===== config.mk =====
export PLATFORM = sky130hd
export DESIGN_NAME = ddc_top
export DESIGN_NICKNAME = d
export VERILOG_FILES = /design/src/design/ddc_pkg.sv /design/src/design/ddc_top.sv
export SDC_FILE = /design/constraint.sdc
export NUM_CORES = 2
export LEC_CHECK = 0
export ABC_AREA = 1
export BUFFER_PORTS_ARGS = -buffer_cell sky130_fd_sc_hd__buf_4
export CORE_UTILIZATION = 45
export DETAILED_ROUTE_END_ITERATION = 10
export HOLD_SLACK_MARGIN = 0.06
export PLACE_DENSITY = 0.72
export SETUP_SLACK_MARGIN = 0.05
export SYNTH_ARGS = -nofsm -noshare
export SYNTH_HDL_FRONTEND = slang
export SYNTH_SLANG_ARGS = --single-unit

===== constraint.sdc =====
create_clock -name clk_sys -period 22.9 [get_ports clk_sys]
set_input_delay 4.58 -clock clk_sys [delete_from_list [all_inputs] [get_ports clk_sys]]
set_output_delay 4.58 -clock clk_sys [all_outputs]
set_load 0.005 [all_outputs]

===== src/design/ddc_pkg.sv =====
// Purpose: Constants and types for the display DMA channel
// Assumes: One 250 MHz system clock, AHB-Lite register access
// Notes: Register offsets are byte addresses on 32-bit words
package ddc_pkg;
   localparam logic [7:0] ADDR_CTRL = 8'h00;
   localparam logic [7:0] ADDR_STATUS = 8'h04;
   localparam logic [7:0] ADDR_PACKED = 8'h08;
   localparam logic [7:0] ADDR_CUR = 8'h0C;
   localparam logic [7:0] ADDR_BLK_BASE = 8'h10;
   localparam logic [7:0] ADDR_BLK_STEP = 8'h20;
   localparam logic [7:0] OFF_TOP = 8'h00;
   localparam logic [7:0] OFF_PARAM = 8'h04;
   localparam logic [7:0] OFF_COUNT = 8'h08;
   localparam logic [7:0] OFF_EIDX = 8'h0C;
   localparam logic [7:0] OFF_FIDX = 8'h10;
   localparam logic [7:0] OFF_BSIZE = 8'h14;
   localparam int CTL_EN = 0;
   localparam int CTL_DUAL = 1;
   localparam int CTL_START2 = 2;
   localparam int CTL_MODE = 3;
   localparam int CTL_SRC = 5;
   localparam int CTL_DST_EXT = 6;
   localparam int CTL_SYNC = 7;
   localparam int CTL_MAP_OFF = 8;
   localparam int CTL_W = 9;
   localparam logic [CTL_W-1:0] CTRL_RST = 9'h000;
   localparam int STATUS_W = 7;
   localparam int ST_FRAME = 0;
   localparam int ST_BLK1 = 1;
   localparam int ST_BLK2 = 2;
   localparam logic [STATUS_W-1:0] STATUS_RST = 7'h00;
   localparam logic [31:0] REG_RST = 32'h0000_0000;
   localparam logic [1:0] ES_CODE8 = 2'h0;
   localparam logic [1:0] ES_CODE16 = 2'h1;
   localparam logic [1:0] ES_CODE32 = 2'h2;
   localparam int FIFO_DEPTH = 8;
   localparam int FIFO_AW = 3;
   localparam logic [FIFO_AW:0] BURST_LEN = 4'h4;
   localparam logic [1:0] BURST_LAST = 2'h3;
   localparam logic HRESP_OKAY = 1'b0;
   typedef enum logic [1:0] {MODE_POST, MODE_SINGLE, MODE_DOUBLE} ddc_mode_type;
   typedef enum logic [1:0] {ENG_IDLE, ENG_REQ, ENG_DATA} ddc_eng_type;
endpackage


===== src/design/ddc_top.sv =====
// Purpose: Display DMA channel, memory video buffer to LCD stream
// Assumes: Software programs blocks before setting enable
// Notes: One read request outstanding at a time
//
// Chosen here: the address map and the AHB-Lite interface to the registers.
`timescale 1ns/1ps
`default_nettype none
module ddc_top import ddc_pkg::*; (
   input wire logic clk_sys,
   input wire logic rst,
   input wire logic hsel,
   input wire logic [31:0] haddr,
   input wire logic [1:0] htrans,
   input wire logic hwrite,
   input wire logic [2:0] hsize,
   input wire logic [31:0] hwdata,
   input wire logic hready,
   output logic hreadyout,
   output logic hresp,
   output logic [31:0] hrdata,
   output logic mem_req0,
   output logic mem_req1,
   output logic [31:0] mem_addr,
   output logic [1:0] mem_size,
   output logic mem_burst,
   input wire logic mem_gnt0,
   input wire logic mem_gnt1,
   input wire logic mem_rvalid0,
   input wire logic mem_rvalid1,
   input wire logic [31:0] mem_rdata0,
   input wire logic [31:0] mem_rdata1,
   output logic [31:0] ext_lcd_data,
   output logic ext_lcd_valid,
   input wire logic ext_lcd_ready,
   input wire logic ext_lcd_dreq,
   output logic [15:0] int_lcd_data,
   output logic int_lcd_valid,
   input wire logic int_lcd_ready,
   input wire logic [STATUS_W-1:0] lch12_status,
   input wire logic lch12_irq,
   output logic irq_line_shared,
   output logic irq_line_display
);
   // Bus slave: reads take one wait state so a preceding write is always visible
   logic dph_wr_r, dph_rd_r, rd_done_r;
   logic [7:0] wa_r;
   logic [31:0] hrdata_r;
   logic [31:0] rd_mux;
   wire acc = hsel & hready & htrans[1];
   wire wr_go = dph_wr_r & hready;
   wire rd_cap = dph_rd_r & ~rd_done_r;

   always_ff @(posedge clk_sys or posedge rst) begin
      if (rst) begin
         dph_wr_r <= 1'b0;
         dph_rd_r <= 1'b0;
         rd_done_r <= 1'b0;
         wa_r <= 8'h00;
         hrdata_r <= REG_RST;
      end else if (hready) begin
         dph_wr_r <= acc & hwrite;
         dph_rd_r <= acc & ~hwrite;
         rd_done_r <= 1'b0;
         if (acc) begin
            wa_r <= {haddr[7:2], 2'b00};
         end
      end else if (rd_cap) begin
         hrdata_r <= rd_mux;
         rd_done_r <= 1'b1;
      end
   end

   assign hreadyout = ~rd_cap;
   assign hresp = HRESP_OKAY;
   assign hrdata = hrdata_r;

   // Control and per-block configuration
   logic [CTL_W-1:0] ctrl_r;
   logic [STATUS_W-1:0] status_r;
   logic [31:0] top_r [2];
   logic [1:0] esc_r [2];
   logic [15:0] en_r [2];
   logic [15:0] fn_r [2];
   logic [15:0] ei_r [2];
   logic [31:0] fi_r [2];
   logic [15:0] ecnt_r [2];
   logic [15:0] fcnt_r [2];
   logic [31:0] blk_rd [2];
   logic [2:0] es3 [2];
   logic [31:0] addr_r;
   logic blk_r, run_r, port_r, burst_r;
   logic [1:0] beats_r;
   ddc_eng_type st_r, st_nxt;

   always_ff @(posedge clk_sys or posedge rst) begin
      if (rst) begin
         ctrl_r <= CTRL_RST;
      end else if (wr_go && wa_r == ADDR_CTRL) begin
         ctrl_r <= hwdata[CTL_W-1:0];
      end
   end

   wire run_en = ctrl_r[CTL_EN];
   wire dual = ctrl_r[CTL_DUAL];
   wire src_port = ctrl_r[CTL_SRC];
   wire dst_ext = ctrl_r[CTL_DST_EXT];
   wire sync_en = ctrl_r[CTL_SYNC];
   wire map_off = ctrl_r[CTL_MAP_OFF];
   wire start_blk = dual & ctrl_r[CTL_START2];
   wire start = run_en & ~run_r;
   wire ddc_mode_type mode = ddc_mode_type'(ctrl_r[CTL_MODE+1:CTL_MODE]);

   // Active block view
   wire [15:0] act_ecnt = ecnt_r[blk_r];
   wire [15:0] act_fcnt = fcnt_r[blk_r];
   wire [15:0] act_en = en_r[blk_r];
   wire [31:0] act_top = top_r[blk_r];
   wire [31:0] act_es32 = {29'h0, es3[blk_r]};
   wire [31:0] act_ei32 = {{16{ei_r[blk_r][15]}}, ei_r[blk_r]};
   wire [31:0] act_fi = fi_r[blk_r];
   wire last_e = act_ecnt <= 16'h0001;
   wire last_f = act_fcnt <= 16'h0001;
   wire blk_end = last_e & last_f;
   wire blk_nxt = (blk_end & dual) ? ~blk_r : blk_r;
   // Stride n elements gives index (n-1)*ES+1, so each step is ES+index-1
   wire [31:0] estep = (mode == MODE_POST) ? act_es32 : act_es32 + act_ei32 - 32'h1;
   wire [31:0] fstep = (mode == MODE_DOUBLE) ? act_es32 + act_fi - 32'h1 : estep;
   wire [31:0] addr_adv = blk_end ? top_r[blk_nxt] : (last_e ? addr_r + fstep : addr_r + estep);

   wire gnt_sel = port_r ? mem_gnt1 : mem_gnt0;
   wire rvalid_sel = port_r ? mem_rvalid1 : mem_rvalid0;
   wire [31:0] rdata_sel = port_r ? mem_rdata1 : mem_rdata0;
   wire beat = (st_r == ENG_DATA) & rvalid_sel;

   genvar b;
   generate
      for (b = 0; b < 2; b++) begin : g_blk
         localparam logic [7:0] BA = ADDR_BLK_BASE + ADDR_BLK_STEP * 8'(b);
         wire load = (start & (start_blk == 1'(b))) | (beat & blk_end & (blk_nxt == 1'(b)));
         wire step = beat & ~blk_end & (blk_r == 1'(b));
         wire [31:0] bsize = 32'({29'h0, es3[b]} * {16'h0, en_r[b]} * {16'h0, fn_r[b]});
         assign es3[b] = (esc_r[b] == ES_CODE8) ? 3'h1 : ((esc_r[b] == ES_CODE16) ? 3'h2 : 3'h4);
         assign blk_rd[b] = (wa_r == BA + OFF_TOP) ? top_r[b] :
                            (wa_r == BA + OFF_PARAM) ? {30'h0, esc_r[b]} :
                            (wa_r == BA + OFF_COUNT) ? {fn_r[b], en_r[b]} :
                            (wa_r == BA + OFF_EIDX) ? {16'h0, ei_r[b]} :
                            (wa_r == BA + OFF_FIDX) ? fi_r[b] :
                            (wa_r == BA + OFF_BSIZE) ? bsize : REG_RST;
         always_ff @(posedge clk_sys or posedge rst) begin
            if (rst) begin
               top_r[b] <= REG_RST;
               esc_r[b] <= ES_CODE8;
               en_r[b] <= 16'h0000;
               fn_r[b] <= 16'h0000;
               ei_r[b] <= 16'h0000;
               fi_r[b] <= REG_RST;
            end else if (wr_go) begin
               if (wa_r == BA + OFF_TOP) top_r[b] <= hwdata;
               if (wa_r == BA + OFF_PARAM) esc_r[b] <= hwdata[1:0];
               if (wa_r == BA + OFF_COUNT) begin
                  en_r[b] <= hwdata[15:0];
                  fn_r[b] <= hwdata[31:16];
               end
               if (wa_r == BA + OFF_EIDX) ei_r[b] <= hwdata[15:0];
               if (wa_r == BA + OFF_FIDX) fi_r[b] <= hwdata;
            end
         end
         // Counters of an idle block hold; they reload when it becomes active
         always_ff @(posedge clk_sys or posedge rst) begin
            if (rst) begin
               ecnt_r[b] <= 16'h0000;
               fcnt_r[b] <= 16'h0000;
            end else if (load) begin
               ecnt_r[b] <= en_r[b];
               fcnt_r[b] <= fn_r[b];
            end else if (step) begin
               if (last_e) begin
                  ecnt_r[b] <= en_r[b];
                  fcnt_r[b] <= fcnt_r[b] - 16'h0001;
               end else begin
                  ecnt_r[b] <= ecnt_r[b] - 16'h0001;
               end
            end
         end
      end
   endgenerate

   // FIFO
   logic [31:0] fifo_mem_r [FIFO_DEPTH];
   logic [FIFO_AW:0] wp_r, rp_r;
   logic half_r;
   wire [FIFO_AW:0] fifo_cnt = wp_r - rp_r;
   wire [FIFO_AW:0] fifo_free = FIFO_DEPTH[FIFO_AW:0] - fifo_cnt;
   wire fifo_empty = fifo_cnt == '0;
   wire fifo_full = fifo_cnt[FIFO_AW];
   // Room for a whole burst is reserved before asking, so beats never meet a full FIFO
   wire room = fifo_free > BURST_LEN;

   // Pacing from the external display pin
   logic dreq_m_r, dreq_s_r;
   always_ff @(posedge clk_sys or posedge rst) begin
      if (rst) begin
         dreq_m_r <= 1'b0;
         dreq_s_r <= 1'b0;
      end else begin
         dreq_m_r <= ext_lcd_dreq;
         dreq_s_r <= dreq_m_r;
      end
   end
   wire sync_ok = ~(dst_ext & sync_en) | dreq_s_r;

   // Read engine
   wire burst_ok = (mode == MODE_POST) & (esc_r[blk_r] == ES_CODE32) &
                   (act_ecnt >= 16'h0004) & (addr_r[3:0] == 4'h0);

   always_comb begin
      st_nxt = st_r;
      case (st_r)
         ENG_IDLE: begin
            if (run_r & room & sync_ok) st_nxt = ENG_REQ;
         end
         ENG_REQ: begin
            if (gnt_sel) st_nxt = ENG_DATA;
         end
         ENG_DATA: begin
            if (beat && beats_r == 2'h0) st_nxt = ENG_IDLE;
         end
         default: st_nxt = ENG_IDLE;
      endcase
   end

   always_ff @(posedge clk_sys or posedge rst) begin
      if (rst) begin
         st_r <= ENG_IDLE;
         run_r <= 1'b0;
         addr_r <= REG_RST;
         blk_r <= 1'b0;
         port_r <= 1'b0;
         burst_r <= 1'b0;
         beats_r <= 2'h0;
      end else begin
         st_r <= st_nxt;
         run_r <= run_en;
         if (st_r == ENG_IDLE && st_nxt == ENG_REQ) begin
            port_r <= src_port;
            burst_r <= burst_ok;
            beats_r <= burst_ok ? BURST_LAST : 2'h0;
         end
         if (start) begin
            addr_r <= top_r[start_blk];
            blk_r <= start_blk;
         end else if (beat) begin
            addr_r <= addr_adv;
            blk_r <= blk_nxt;
            beats_r <= beats_r - 2'h1;
         end
      end
   end

   assign mem_req0 = (st_r == ENG_REQ) & ~port_r;
   assign mem_req1 = (st_r == ENG_REQ) & port_r;
   assign mem_addr = addr_r;
   assign mem_size = esc_r[blk_r];
   assign mem_burst = (st_r == ENG_REQ) & burst_r;

   // Packer: elements are gathered little-endian into words, so order is kept
   logic [31:0] acc_r;
   logic [1:0] fill_r;
   wire [31:0] elem_sh = rdata_sel >> {addr_r[1:0], 3'b000};
   wire [31:0] elem_m = (es3[blk_r] == 3'h1) ? {24'h0, elem_sh[7:0]} :
                        (es3[blk_r] == 3'h2) ? {16'h0, elem_sh[15:0]} : elem_sh;
   wire [31:0] packed_w = acc_r | (elem_m << {fill_r, 3'b000});
   wire [2:0] fill_sum = {1'b0, fill_r} + es3[blk_r];
   // A word element landing on a half-filled word spills its upper bytes into the next word
   wire [5:0] carry_sh = 6'h20 - {1'b0, fill_r, 3'b000};
   wire [31:0] carry_w = elem_m >> carry_sh;
   wire fifo_push = beat & fill_sum[2];
   wire ext_pop = dst_ext & ext_lcd_valid & ext_lcd_ready;
   wire int_take = ~dst_ext & int_lcd_valid & int_lcd_ready;
   wire fifo_pop = ext_pop | (int_take & half_r);

   always_ff @(posedge clk_sys or posedge rst) begin
      if (rst) begin
         acc_r <= REG_RST;
         fill_r <= 2'h0;
      end else if (beat) begin
         acc_r <= fill_sum[2] ? carry_w : packed_w;
         fill_r <= fill_sum[1:0];
      end
   end

   always_ff @(posedge clk_sys or posedge rst) begin
      if (rst) begin
         wp_r <= '0;
         rp_r <= '0;
         half_r <= 1'b0;
      end else begin
         if (fifo_push) wp_r <= wp_r + 1'b1;
         if (fifo_pop) rp_r <= rp_r + 1'b1;
         if (int_take) half_r <= ~half_r;
      end
   end

   always_ff @(posedge clk_sys) begin
      if (fifo_push) fifo_mem_r[wp_r[FIFO_AW-1:0]] <= packed_w;
   end

   // Display side pulls from the FIFO head; it supplies no address
   wire [31:0] head = fifo_mem_r[rp_r[FIFO_AW-1:0]];
   assign ext_lcd_data = head;
   assign int_lcd_data = half_r ? head[31:16] : head[15:0];
   assign ext_lcd_valid = dst_ext & ~fifo_empty;
   assign int_lcd_valid = ~dst_ext & ~fifo_empty;

   // Status: a set in the clearing cycle survives
   wire rd_clr = rd_cap & (wa_r == ADDR_STATUS || wa_r == ADDR_PACKED);
   logic [STATUS_W-1:0] st_set;
   assign st_set = {4'h0, beat & blk_end & blk_r, beat & blk_end & ~blk_r, beat & last_e};
   always_ff @(posedge clk_sys or posedge rst) begin
      if (rst) begin
         status_r <= STATUS_RST;
      end else begin
         status_r <= (status_r & ~(rd_clr ? status_r : STATUS_RST)) | st_set;
      end
   end

   wire disp_irq = |status_r;
   assign irq_line_display = map_off & disp_irq;
   assign irq_line_shared = lch12_irq | (~map_off & disp_irq);

   wire [31:0] packed_st = {18'h0, lch12_status, status_r};
   assign rd_mux = (wa_r == ADDR_CTRL) ? {23'h0, ctrl_r} :
                   (wa_r == ADDR_STATUS) ? {25'h0, status_r} :
                   (wa_r == ADDR_PACKED) ? packed_st :
                   (wa_r == ADDR_CUR) ? addr_r :
                   (wa_r >= ADDR_BLK_BASE + ADDR_BLK_STEP) ? blk_rd[1] : blk_rd[0];
endmodule
`default_nettype wire


* Word-level counts from Yosys, hierarchy flattened
Memories as Yosys holds them, arrays and structs flattened. Cells that the tools add are included.
Word-level totals: register bits 434, memory bits (writable) 256, bits of input ports 153, output and inout port bits 123, memories kept 1
Memory list:
- fifo_mem_r | words 8, bits a word 32, rd ports 1, clocked after memory_dff 0, write ports 1, line ddc_top.sv:189 | logic [31:0] fifo_mem_r [FIFO_DEPTH];
Cells by class: $add $sub $neg 17, $mul 4, magnitude comparators 8, equal/unequal tests 24, shifts and indexed selects 3, multiplexer cells 86, bitwise gates (word level) 69, reductions and logical operators 33
Operators with widths (count):
- 2-to-1 mux 32 bit | 36
- 2-to-1 mux 16 bit | 22
- adder 32 bit | 2
- multiplier 19 x 16 -> 32 bit | 2
- subtractor 16 x 1 -> 16 bit (second input constant) | 4
- bitwise AND 1 bit | 42
- multiplier 3 x 16 -> 19 bit | 2
- equality test 6 x 4 -> 1 bit (second input constant) | 6
- adder 3 x 32 -> 32 bit | 1
- <= comparator 16 x 1 -> 1 bit (second input constant) | 2
- bitwise OR 32 bit | 1
- left shift 32 x 5 -> 32 bit | 1
- right shift 32 x 5 -> 32 bit | 1
- right shift 32 x 6 -> 32 bit | 1
- subtractor 32 x 1 -> 32 bit (second input constant) | 1
- AND reduction 2 bit | 14
- equality test 6 x 3 -> 1 bit (second input constant) | 4
- 2-to-1 mux 3 bit | 7
- 2-to-1 mux 2 bit | 10
- subtractor 17 x 2 -> 18 bit (second input constant) | 1
- adder 4 x 16 -> 17 bit | 1
- greater-or-equal comparator 16 x 3 -> 1 bit (second input constant) | 1
- NOT 1 bit | 15
- equality test 6 x 2 -> 1 bit (second input constant) | 2
- other kinds (30) | 65

* Depth between registers and ports, before layout
depth after elaboration 16, mapped depth 49, gate-level depth less buffers 49

* Least setup slack after synthesis
Ideal clock, no wire load.
path type in2out, start in lch12_irq, end out irq_line_shared, data arrival time 4.723 ns, data required time 18.320 ns, slack 13.597 ns, stages 1, path buffers 0, cells stage by stage o21bai_1
On the way: cells in the longest elaborated chain, start to end 1
RTL lines:
- start: declaration | line ddc_top.sv:40 | input wire logic lch12_irq,
- bitwise OR 1 bit | line ddc_top.sv:329 | assign irq_line_shared = lch12_irq | (~map_off & disp_irq);
- end: declaration | line ddc_top.sv:41 | output logic irq_line_shared,
Every way passes these cells.

* Worst setup path after layout
start reg esc_r[1] (netlist name), end reg hrdata_r[26] (netlist: hrdata[26])
On the way: cells in the longest elaborated chain, start to end 16, elaborated cells on any way between the ends 17
RTL lines:
- start: declaration | line ddc_top.sv:81 | logic [1:0] esc_r [2];
- start signal: indexed assignment | line ddc_top.sv:159 | if (wa_r == BA + OFF_PARAM) esc_r[b] <= hwdata[1:0];
- equality test 2 x 1 -> 1 bit | line ddc_top.sv:142 | assign es3[b] = (esc_r[b] == ES_CODE8) ? 3'h1 : ((esc_r[b] == ES_CODE16) ? 3'h2 : 3'h4);
- 2-to-1 mux 3 bit | line ddc_top.sv:142
- 2-to-1 mux 3 bit (*) | line ddc_top.sv:142
- multiplier 3 x 16 -> 19 bit (*) | line ddc_top.sv:141 | wire [31:0] bsize = 32'({29'h0, es3[b]} * {16'h0, en_r[b]} * {16'h0, fn_r[b]});
- multiplier 19 x 16 -> 32 bit (*) | line ddc_top.sv:141
- 2-to-1 mux 32 bit (*) | line ddc_top.sv:148 | (wa_r == BA + OFF_BSIZE) ? bsize : REG_RST;
- 2-to-1 mux 32 bit (*) | line ddc_top.sv:147 | (wa_r == BA + OFF_FIDX) ? fi_r[b] :
- 2-to-1 mux 32 bit (*) | line ddc_top.sv:146 | (wa_r == BA + OFF_EIDX) ? {16'h0, ei_r[b]} :
- 2-to-1 mux 32 bit (*) | line ddc_top.sv:145 | (wa_r == BA + OFF_COUNT) ? {fn_r[b], en_r[b]} :
- 2-to-1 mux 32 bit (*) | line ddc_top.sv:144 | (wa_r == BA + OFF_PARAM) ? {30'h0, esc_r[b]} :
- 2-to-1 mux 32 bit (*) | line ddc_top.sv:143 | assign blk_rd[b] = (wa_r == BA + OFF_TOP) ? top_r[b] :
- 2-to-1 mux 32 bit (*) | line ddc_top.sv:336 | (wa_r >= ADDR_BLK_BASE + ADDR_BLK_STEP) ? blk_rd[1] : blk_rd[0];
- 2-to-1 mux 32 bit (*) | line ddc_top.sv:335 | (wa_r == ADDR_CUR) ? addr_r :
- 2-to-1 mux 32 bit (*) | line ddc_top.sv:334 | (wa_r == ADDR_PACKED) ? packed_st :
- 2-to-1 mux 32 bit (*) | line ddc_top.sv:333 | (wa_r == ADDR_STATUS) ? {25'h0, status_r} :
- 2-to-1 mux 32 bit (*) | line ddc_top.sv:332 | assign rd_mux = (wa_r == ADDR_CTRL) ? {23'h0, ctrl_r} :
- end signal: assignment | line ddc_top.sv:68 | hrdata_r <= rd_mux;
- end: declaration | line ddc_top.sv:47 | logic [31:0] hrdata_r;
Mark *: on every way between the ends. The rest lies on a longest branch, timed or not. A chain may end at the register's enable or synchronous reset.

==> key figures <==
Layout
  • Fin nets: 8821
  • Filler Cells Inserted: 12700
  • Non-Filler Instances: 9694
  • Layout cell share with drive strength beyond 1: 0.07235
  • Area Overhead vs Synth: 10.31%
  • FF+latch area: 18550 µm²
  • Area of the multi-input gates: 35950 µm²

Drt
  • Routed vias: 55170
  • 1st-pass router iterations: 8
  • Final antenna-violating net count: 0
  • Drt first-iter violations: 6370
  • Top sig layer: met5
  • Post-Route M1 WL: 81830 µm
  • Residual DRC: 0
  • DRT Wirelength: 209700 µm
  • WL/cell: 21.63 µm
  • Vias per cell: 5.691
  • Met2 WL post-DR: 93400 µm
  • Metal3 WL: 22530 µm

Yosys
  • Syn Inst Count: 7777
  • Cell variety after synth: 61
  • Post-synthesis sequential area ratio: 0.3073
  • Synthesized Nets: 8743
  • Yosys warnings: 0
  • Top_reg_cell synth: dfrtp_1
  • Async SR Flop Fraction: 0.6290
  • Number of synthesized flops with an enable pin: 256
  • Synth top area cells: dfrtp_1 (18%), fa_1 (17%), edfxtp_1 (13%), nand2_1 (11%), inv_1 (7.5%)
  • Dominant cell type by area after synthesis: dfrtp_1
  • Mean area per synthesized cell: 7.761 µm²
  • Synth top area share: 0.1799
  • Seq cells post-synth: 690
  • Synthesized cell area: 60360 µm²

Global route
  • GRT overflow: 0
  • Global-route wire length before repair: 318400 µm
  • Vias in the first global route: 53550
  • Initial antenna violation count: 4
  • Largest net degree at the start of global routing: 153
  • GR Util All Layers: 0.3071

Worst setup path
  • CP arrival: 11.82 ns
  • Flop2flop setup slack: 11.63 ns
  • Worst-case reg-to-reg path depth: 45
  • Worst EP required: 23.45 ns
  • Crit path launch type: register
  • Worst Path Max Fanout: 21
  • Slowest stage delay, CP: 0.93 ns
  • FF-to-FF End: hrdata[26]
  • Crit path kind: reg -> reg
  • Worst path most repeated cell: nand2_1
  • CP max stage cell: nor2_1
  • CP endpoint kind: register
  • RR Startpoint: esc_r[1]

STA
  • RSZ-0062 raised after global routing: false
  • Final Cycle Share: 0.4921
  • Final setup viols: 0
  • Rel. slew slack: 0.1220
  • Worst-Margin Slew: 1.312 ns
  • Worst clock skew: 0.03788 ns
  • Total Neg Setup Slack: 0 ns
  • FMAX: 88.74 MHz
  • Pins Over Slew Limit: 0
  • Setup WS post-layout: 11.63 ns
  • Final Hold Fails: 0
  • Fin crit period: 11.27 ns

Clocking
  • Quantity of gates resized following cts: 0
  • CTS tree: built
  • Number of CTS-inserted buffers: 79
  • Sink Count: 690
  • Clock transition at path regs: 0.06 ns
  • Clk_lat worst skew: 0.68 ns
  • Clk buf depth: 3
  • Max H-tree Level: 3
  • Hold buffers post-CTS: 0
  • Setup repair bufs after CTS: 0
  • Root Driver: clkbuf_16

Job
  • Maxcap violations: 0

Worst hold path
  • Hold depth: 0
  • Hold EP: dreq_s_r
  • Hold Path Origin: dreq_m_r
  • Hold Crit Class: reg -> reg

Floorplanning
  • Placement row count: 134
  • I/O Pins: 276
  • Core area: 133300 µm²
  • Die Y: 368.2 µm
  • Starting Density: 0.4528
  • Die ar.: 135600 µm²
  • Die X-Extent: 368.2 µm

Placed design
  • Placed cell count: 9542
  • Port Buffers: 244
  • Final RePlAce weighted congestion: 0.9930
  • Setup WS pre-CTS: 11.87 ns
  • HPWL Detailed: 158700 µm

Run status
  • Outcome: completed

Pwr
  • Static Leak: 31.90 nW
  • PwrDens: 81.16 nW/µm²
  • Peak VDD IR: 0.08010 mV
[per-layer routing]
layer	global-route usage	vias to the layer above
met5	0	-
li1	-	25110
met4	0.1547	6
met2	0.4783	2958
met1	0.3945	26550
met3	0.07945	544
[state kept, by name, summed over array words and instances, names as in the netlist, 6 cells and up]
signal,cells
acc_r,32
fcnt_r,32
wa_r,6
ei_r,32
fifo_mem_r,256
top_r,64
mem_addr,32
hrdata,32
ctrl_r,9
en_r,32
fi_r,64
fn_r,32
ecnt_r,32
status_r,7
[cell usage after synthesis, drive strengths merged (7+ instances only)]
cell	number
o21ai	836
a221oi	11
fa	503
a22oi	44
edfxtp	256
nor4	13
clkinv	27
xnor2	24
o221ai	26
a211oi	14
o2111ai	15
clkbuf	289
dfrtp	434
ha	310
nor3	51
or2	62
nor2	854
a21o	18
inv	1232
o22ai	58
nand3	174
o211ai	84
xor2	80
nand4	23
buf	33
mux2i	12
nand2	1751
a21oi	376
a31oi	88
o21bai	29
a21boi	7
[cells by family after synthesis]
family / synth area share
AND/OR/NAND/NOR: 0.1936
AO/OA/AOI/OAI: 0.1514
buffers and inverters: 0.09903
adder cells (fa/ha/maj): 0.2311
flip-flops: 0.3073
XOR/XNOR: 0.01540
multiplexers: 0.002177
other: 0.00006213
[final cells by class]
class / count / share of cell area
inverter: 1259 / 0.07113
clock inverter: 34 / 0.006671
sequential: 690 / 0.2787
multi-input combinational: 5506 / 0.5399
antenna: 6 / 0.0002255
clock buffer: 112 / 0.03398
timing repair buffer: 319 / 0.03616
tap: 1768 / 0.03322
[report_power, final]
part / internal, W / leakage, nW / switching [W]
clock: 0.000765 / 1.31 / 0.000559
combinational: 0.000813 / 22.7 / 0.00161
sequential: 0.00148 / 7.92 / 0.000178
[cell usage in the layout, fill, tap and decap left out, types with 12 or more instances in the layout]
| master | count |
|---|---|
| fa_1 | 503 |
| nor4_1 | 12 |
| mux2i_1 | 12 |
| inv_2 | 22 |
| o21bai_1 | 29 |
| nor2_1 | 839 |
| buf_4 | 318 |
| a21oi_1 | 376 |
| nand3_1 | 174 |
| ha_1 | 310 |
| clkinv_1 | 29 |
| dfrtp_1 | 431 |
| clkbuf_16 | 80 |
| o2111ai_1 | 15 |
| a211oi_1 | 14 |
| clkbuf_8 | 14 |
| xor2_1 | 77 |
| o221ai_1 | 26 |
| edfxtp_1 | 256 |
| xnor2_1 | 24 |
| o22ai_1 | 58 |
| o21ai_1 | 58 |
| or2_2 | 62 |
| nand4_1 | 23 |
| inv_1 | 1208 |
| clkinv_2 | 12 |
| a22oi_1 | 44 |
| nor3_1 | 48 |
| a31oi_1 | 88 |
| clkbuf_1 | 18 |
| o21ai_0 | 777 |
| a21o_1 | 18 |
| nand2_1 | 1739 |
| o211ai_1 | 84 |
[critical path, delay by kind of cell, from the launching register on]
kind / cells / cell delay (ns)
adder cells (fa/ha/maj): 10 / 4.47
AND/OR/NAND/NOR: 22 / 3.53
AO/OA/AOI/OAI: 6 / 1.47
buffers and inverters: 7 / 0.92
flip-flops: 1 / 0.70
[metrics by stage]
stage	util	instance area (µm²)	hold slack, ns	total power (W)
floorplan	-	60360	0.3312	0.003146
global placement	0.4791	63860	0.3428	0.003982
detailed placement	0.4791	63860	0.3435	0.004031
CTS	0.4994	66570	0.3560	0.005359
global route	0.4994	66570	0.3687	0.005714
finish	0.4995	66580	0.3545	0.005403
[worst max-delay path by stage]
stage / from / depth (start not counted) / endpoint / slack [ns]
4_1_cts: esc_r[1] / 45 / hrdata[26] / 11.82
2_1_floorplan: rst / 1 / acc_r[0] / 6.23
6_report: esc_r[1] / 45 / hrdata[26] / 11.63
5_1_grt: esc_r[1] / 45 / hrdata[26] / 10.93
3_3_place_gp: esc_r[1] / 45 / hrdata[26] / 11.93
3_5_place_dp: esc_r[1] / 45 / hrdata[26] / 11.87
Power figures use the tool's default switching activity.
